[config.mk]
export PLATFORM = sky130hd
export DESIGN_NAME = thrcfg_top
export DESIGN_NICKNAME = d
export VERILOG_FILES = /design/src/design/thrcfg_pkg.sv /design/src/design/thrcfg_top.sv
export SDC_FILE = /design/constraint.sdc
export NUM_CORES = 1
export LEC_CHECK = 0
export BUFFER_PORTS_ARGS = -buffer_cell sky130_fd_sc_hd__clkbuf_2
export CAP_MARGIN = 5
export CORE_ASPECT_RATIO = 0.75
export CORE_MARGIN = 2
export CORE_UTILIZATION = 35
export CTS_BUF_LIST = sky130_fd_sc_hd__clkbuf_4
export DETAILED_ROUTE_END_ITERATION = 6
export GPL_ROUTABILITY_DRIVEN = 0
export PLACE_DENSITY = 0.53
export SLEW_MARGIN = 40
export SYNTH_ARGS = -nofsm -noshare
export SYNTH_HDL_FRONTEND = slang
export SYNTH_SLANG_ARGS = --single-unit
export TNS_END_PERCENT = 10
[constraint.sdc]
create_clock -name clk_sys -period 2.79 [get_ports clk_sys]
set_input_delay 0 -clock clk_sys [delete_from_list [all_inputs] [get_ports clk_sys]]
set_output_delay 0 -clock clk_sys [all_outputs]
set_load 0.1 [all_outputs]
[src/design/thrcfg_pkg.sv]
`default_nettype none
package thrcfg_pkg;
  // Register map, six-bit register address space
  localparam int          ADDR_W         = 6;
  localparam int          DATA_W         = 24;
  localparam logic [5:0]  OFS_EDGE_CFG4  = 6'h28;  // Edge-select group 4
  localparam logic [5:0]  OFS_THR_PAIR0  = 6'h29;  // Threshold pair 0/1
  localparam logic [5:0]  OFS_THR_PAIR1  = 6'h2a;  // Threshold pair 2/3
  localparam logic [5:0]  OFS_THR_PAIR2  = 6'h2b;  // Threshold pair 4/5
  localparam logic [5:0]  OFS_THR_PAIR3  = 6'h2c;  // Threshold pair 6/7
  localparam logic [5:0]  OFS_THR_PAIR4  = 6'h2d;  // Threshold pair 8/9
  // Field layout of a threshold-pair register
  localparam int          THR_W          = 10;
  localparam int          THR_LO_POS     = 0;
  localparam int          THR_HI_POS     = 10;
  localparam int          THR_PAIRS      = 5;
  localparam int          THR_COUNT      = 10;
  localparam int          RSVD_POS       = 20;
  // Edge-select field of input 22
  localparam int          EDGE_SEL_POS   = 0;
  localparam int          EDGE_SEL_W     = 6;
  localparam int          LEVELS         = 3;      // Levels A, B, C
  localparam int          SEL_W          = 3;      // Threshold selector width
  // Reset values
  localparam logic [9:0]  THR_RST        = 10'h000;
  localparam logic [5:0]  EDGE_SEL_RST   = 6'h00;
  localparam logic [23:0] RD_ZERO        = 24'h00_0000;
  // Per-level edge mode encoding
  typedef enum logic [1:0] {
    EDGE_NONE = 2'b00,
    EDGE_RISE = 2'b01,
    EDGE_FALL = 2'b10,
    EDGE_BOTH = 2'b11
  } thrcfg_edge_t;
endpackage
`default_nettype wire

[src/design/thrcfg_top.sv]
// Functional notes
// - Bits 1:0 set level A; 00 disables it
// - Mode 01 flags upward crossings only
// - Mode 10 flags downward crossings only
// - Mode 11 flags both crossing directions
// - Bits 3:2 give level B same encoding
// - Bits 5:4 give level C same encoding
// - Pair 0/1 holds threshold 0 in 9:0
// - Threshold 1 sits in bits 19:10
// - Pair 2/3 holds thresholds 2 and 3
// - Pair 4/5 holds thresholds 4 and 5
// - Pair 6/7 holds thresholds 6 and 7
// - Pair 8/9 holds thresholds 8 and 9
// - Selector value n picks threshold n
`timescale 1ns/1ps
`default_nettype none
module thrcfg_top (
  // Clock and reset
  input  wire logic                            clk_sys,
  input  wire logic                            nrst,
  // Register access port
  input  wire logic [thrcfg_pkg::ADDR_W-1:0]   reg_addr,
  input  wire logic                            reg_wr,
  input  wire logic [thrcfg_pkg::DATA_W-1:0]   reg_wdata,
  input  wire logic                            reg_rd,
  output logic      [thrcfg_pkg::DATA_W-1:0]   reg_rdata_q,
  output logic                                 reg_rvalid_q,
  // Threshold selectors of input 22 for levels A, B, C
  input  wire logic [thrcfg_pkg::SEL_W-1:0]    sel_level_a,
  input  wire logic [thrcfg_pkg::SEL_W-1:0]    sel_level_b,
  input  wire logic [thrcfg_pkg::SEL_W-1:0]    sel_level_c,
  // Conversion results of switch input 22
  input  wire logic                            sample_valid,
  input  wire logic [thrcfg_pkg::THR_W-1:0]    sample_value,
  // Threshold values to the comparators
  output logic      [thrcfg_pkg::THR_COUNT*thrcfg_pkg::THR_W-1:0] thr_values,
  output logic      [thrcfg_pkg::EDGE_SEL_W-1:0] input22_irq_edge_select,
  // Crossing events of input 22, bit 0 level A
  output logic      [thrcfg_pkg::LEVELS-1:0]   edge_event_q
);
  import thrcfg_pkg::*;

  // Block overview:
  // Ten 10-bit thresholds live in five pair registers.
  // Each pair register keeps its even threshold low.
  // The odd threshold of a pair sits directly above it.
  // Bits 23:20 of a pair hold no storage at all.
  // The edge-select field covers levels A, B and C.
  // Each level owns a two-bit none/rise/fall/both mode.
  // Selectors come in as ports from the mapping logic.
  // Each conversion is judged above or below per level.
  // A change of that judgement is a crossing.
  // Crossings pass only when the level's mode allows.
  // Events are one-cycle pulses from flip-flops.
  // The first sample after reset only seeds the history.

  logic [THR_W-1:0]      thr_q [THR_COUNT];    // Ten threshold values
  logic [EDGE_SEL_W-1:0] edge_sel_q;           // Edge-select field
  logic [SEL_W-1:0]      sel_lvl [LEVELS];     // Selector per level
  logic [LEVELS-1:0]     above_q;              // Last outcome per level
  logic                  have_prev_q;          // A prior sample exists
  logic [LEVELS-1:0]     above_d;              // Outcome of new sample

  assign sel_lvl[0] = sel_level_a;
  assign sel_lvl[1] = sel_level_b;
  assign sel_lvl[2] = sel_level_c;
  assign input22_irq_edge_select = edge_sel_q;

  // Threshold pair registers, one per generate step
  genvar gp;
  generate
    for (gp = 0; gp < THR_PAIRS; gp++) begin : g_pair
      localparam logic [ADDR_W-1:0] OFS = OFS_THR_PAIR0 + ADDR_W'(gp);
      always_ff @(posedge clk_sys or negedge nrst) begin
        if (!nrst) begin
          // Fields clear at reset
          thr_q[2*gp]   <= THR_RST;
          thr_q[2*gp+1] <= THR_RST;
        end else if (reg_wr && reg_addr == OFS) begin
          // Low and high fields, reserved bits dropped
          thr_q[2*gp]   <= reg_wdata[THR_LO_POS +: THR_W];
          thr_q[2*gp+1] <= reg_wdata[THR_HI_POS +: THR_W];
        end
      end
      assign thr_values[2*gp*THR_W +: THR_W]     = thr_q[2*gp];
      assign thr_values[(2*gp+1)*THR_W +: THR_W] = thr_q[2*gp+1];
    end
  endgenerate

  // Edge-select field of input 22
  // Only the low six bits of the word are stored.
  // Upper bits belong to other inputs, kept elsewhere.
  // A new mode governs the sample after the write.
  always_ff @(posedge clk_sys or negedge nrst) begin
    if (!nrst) begin
      edge_sel_q <= EDGE_SEL_RST;
    end else if (reg_wr && reg_addr == OFS_EDGE_CFG4) begin
      edge_sel_q <= reg_wdata[EDGE_SEL_POS +: EDGE_SEL_W];
    end
  end

  // Read data, one cycle after the strobe
  // Data holds until the next read strobe.
  // Valid is a one-cycle pulse after each strobe.
  // Unmapped offsets answer zero with valid set.
  // A write in the same cycle is not yet visible.
  always_ff @(posedge clk_sys or negedge nrst) begin
    if (!nrst) begin
      reg_rdata_q  <= RD_ZERO;
      reg_rvalid_q <= 1'b0;
    end else begin
      reg_rvalid_q <= reg_rd;
      if (reg_rd) begin
        reg_rdata_q <= RD_ZERO;  // Unmapped and reserved read zero
        for (int i = 0; i < THR_PAIRS; i++) begin
          if (reg_addr == OFS_THR_PAIR0 + ADDR_W'(i)) begin
            reg_rdata_q <= {4'h0, thr_q[2*i+1], thr_q[2*i]};
          end
        end
        if (reg_addr == OFS_EDGE_CFG4) begin
          reg_rdata_q <= {18'h0_0000, edge_sel_q};
        end
      end
    end
  end

  // Above/below outcome against the selected threshold
  // Strictly greater counts as above.
  // Equal to the threshold counts as below.
  // The threshold used is the stored value now.
  // A write in the same cycle affects the next sample.
  always_comb begin
    for (int l = 0; l < LEVELS; l++) begin
      above_d[l] = sample_value > thr_q[sel_lvl[l]];
    end
  end

  // Outcome memory of the previous conversion
  // Updated only when a conversion arrives.
  // Idle cycles keep the last judgement.
  // History flag blocks a false edge after reset.
  always_ff @(posedge clk_sys or negedge nrst) begin
    if (!nrst) begin
      above_q     <= '0;
      have_prev_q <= 1'b0;
    end else if (sample_valid) begin
      above_q     <= above_d;
      have_prev_q <= 1'b1;
    end
  end

  // Crossing events per level, gated by the two-bit mode
  // Rise is below to above between two samples.
  // Fall is above to below between two samples.
  // Mode none keeps the level silent.
  // Each event stands exactly one cycle.
  genvar gl;
  generate
    for (gl = 0; gl < LEVELS; gl++) begin : g_level
      thrcfg_edge_t mode;
      logic         rise;
      logic         fall;
      assign mode = thrcfg_edge_t'(edge_sel_q[2*gl +: 2]);
      // Change of outcome between successive samples
      assign rise = sample_valid && have_prev_q && above_d[gl] && !above_q[gl];
      assign fall = sample_valid && have_prev_q && !above_d[gl] && above_q[gl];
      always_ff @(posedge clk_sys or negedge nrst) begin
        if (!nrst) begin
          edge_event_q[gl] <= 1'b0;
        end else begin
          case (mode)
            EDGE_NONE: edge_event_q[gl] <= 1'b0;
            EDGE_RISE: edge_event_q[gl] <= rise;
            EDGE_FALL: edge_event_q[gl] <= fall;
            EDGE_BOTH: edge_event_q[gl] <= rise || fall;
            default:   edge_event_q[gl] <= 1'b0;
          endcase
        end
      end
    end
  endgenerate
endmodule // thrcfg_top
`default_nettype wire

==> impl_metrics.tcl <==
set metrics [dict create \
    outcome "completed" \
    synth_top_area_frac 0.409 \
    maxCapViolations 0 \
    hold_viol 0 \
    die-area_mm2 0.0247 \
    cts_sinks 134 \
    holdWs_ps 30.0 \
    maxSlewHeadroom 0.469 \
    syn_avg_cell_area_um2 13.4 \
    drc_errors 0 \
    drtIter0Drc 476 \
    layout_common_cells "178 x clkbuf_2, 119 x dfrtp_1, 72 x mux2_2" \
    grt_pass1_wl_um 41600 \
    rows 48 \
    synthToLayoutAreaGrowth_pct 22.0 \
    avgRoutedWirePerCell_um 24.3 \
    setup_viol 0 \
    fin_ws_ps 116 \
    drv_slew 0 \
    layout_commonest_cell "clkbuf_2" \
    hold_class "in -> async" \
    overflow 0 \
    post-place-cells 1070 \
    worstSkewPairLatency_ps 570 \
    antenna_found_initial 2 \
    yosys.cell_types.count 44 \
    synthCells 612 \
    crit_path_end_kind "flip-flop" \
    clk_pin_slew_worst_paths_ps 140 \
    skew_ps 24.4 \
    vias_per_cell 5.74 \
    path_max_fanout 6 \
    clock-root-buffer "clkbuf_4" \
    dr.pass1.iters 5 \
    post_cts_buffers 0 \
    reg2reg_slack_ps 120 \
    layout.nets 897 \
    rsz0062_at_grt "no" \
    core_mm2 0.0230 \
    dpl.hpwl_um 19400 \
    fmaxAchievable_mhz 374 \
    grt_usage 0.226 \
    cts_tree "yes" \
    cts-buffers-inserted 17 \
    start_kind "flip-flop" \
    ys_ff_latch 134 \
    finalCritPeriodShare 0.958 \
    grt_pass1_vias 6772 \
    finalCriticalPeriod_ps 2670 \
    drive_gt1_frac 0.493 \
    p_leak_uw 0.00473 \
    via_count 6470 \
    yosysTopAreaCell "dfrtp_1" \
    yosysWarnings 0 \
    cts_max_path_buffers 2 \
    port_buffers 179 \
    final-instance-count-excl-fill 1127 \
    yosysSeqAreaShare 0.409 \
    io-pin-count 188 \
    fp.dieW_um 181 \
    fp.dieH_um 137 \
    arrival_ps 3150 \
    required_ps 3270 \
    tightest_slew_ps 796 \
    start_util 0.356 \
    crit_type "reg -> reg" \
    drt-total-wl_um 27400 \
    power.total_uw 6770 \
    setup_tns_ps 0 \
    synth.area.top_cells "dfrtp_1 41%, mux4_2 16%, mux2_2 9.9%, ha_1 4.6%, mux2i_1 4.4%" \
    ant_nets 0 \
    powerDensity_mw_per_mm2 677 \
    cts_max_level 4 \
    dp_worst_setup_slack_ps 205 \
    grt_max_degree 57 \
    synth_area_mm2 0.00820 \
    ir_drop_v 0.000395 \
]
## worst max-delay path, stage by stage (launching register included)
cell,delay [ps]
dfrtp_1,480
mux4_2,500
mux2i_1,280
ha_1,310
nand4_1,170
nor3_1,90
a311o_1,330
a211o_1,300
a21oi_1,130
## logic make-up after synthesis
group | share of synthesized area
AOI/OAI and AO/OA | 0.0878
adders and majority gates | 0.0458
buffers and inverters | 0.0307
DFF | 0.409
muxes | 0.372
other | 0.000458
and+or+nand+nor | 0.0543
## sequential cells by signal, summed over array words and instances (netlist names)
register and flops:
input22_irq_edge_select 6, reg_rvalid_q 1, have_prev_q 1, edge_event_q 3
reg_rdata_q 20, thr_values 100, above_q 3
## path summary, 6_finish.rpt
path	from	end	depth (start not counted)
worst max-delay path	thr_values[77]$_DFFE_PN0P_	edge_event_q[2]$_DFF_PN0_	8
worst min register to register	reg_rdata_q[9]$_DFFE_PN0P_	reg_rdata_q[9]$_DFFE_PN0P_	2
worst min-delay path	nrst	reg_rdata_q[3]$_DFFE_PN0P_	3
min in group clk_sys	sample_value[1]	edge_event_q[1]$_DFF_PN0_	5
max in group asynchronous	nrst	thr_values[65]$_DFFE_PN0P_	3
worst max register to register	thr_values[77]$_DFFE_PN0P_	edge_event_q[2]$_DFF_PN0_	8
## synthesized netlist by cell type
library cell,number
buf_2,24
a211oi_1,2
mux4_2,60
a21oi_1,14
a211o_1,1
nor3b_2,1
buf_4,5
and2_1,1
ha_1,30
o21bai_1,1
dfrtp_1,134
mux2_4,20
mux2_2,72
nand2b_1,9
nor2b_1,3
nand2_2,1
o221ai_1,6
nor2_1,34
nand3b_1,1
mux2i_1,36
a31oi_1,9
buf_1,3
o21ai_1,3
o2bb2ai_1,20
nand2_1,14
buf_6,2
or2_2,1
conb_1,1
inv_1,3
nand3_1,2
a221oi_1,13
a311o_1,1
nand4b_1,2
o21ai_0,18
and3_1,4
a22oi_1,13
nor3_1,2
nand4_1,8
or3b_1,1
mux2_1,20
a21o_1,1
and3b_1,2
and4bb_1,1
clkbuf_1,13
## timing repair
| item | 4_1_cts | 5_1_grt |
|---|---|---|
| resized for setup | 0 | 1 |
| setup endpoints to repair | 0 | 2 |
| hold buffers | 24 | 0 |
| hold endpoints to repair | 255 | 0 |
## where the power goes
part	internal (µW)	switching (µW)	total, µW
Clock	350	776	1130
Combinational	774	2320	3100
Sequential	2190	361	2550
Total	3310	3460	6770
## cell type report
type                    count  area, µm²
flip-flops and latches    134       3370
repair buffers            226       1400
diodes                      1       2.50
well taps                 300        375
clock inverters            14       87.6
clock buffers              18        135
inverters                   3       11.3
fillers                  2190      13000
multi-input cells         431       4620
## through the flow
step	utilization	instance area, µm²
finish	0.435	10000
global route	0.435	10000
CTS	0.434	9990
detailed placement	0.413	9510
global placement	0.413	9500
floorplan	-	8230
## layer usage
layer / global-route usage / vias to the layer above / part of all wire
met5: 0 / - / 0.00051
li1: - / 2812 / -
met3: 0.0644 / 43 / 0.080
met1: 0.307 / 3314 / 0.45
met4: 0.0690 / 2 / 0.021
met2: 0.354 / 299 / 0.45
Power figures use the tool's default switching activity.
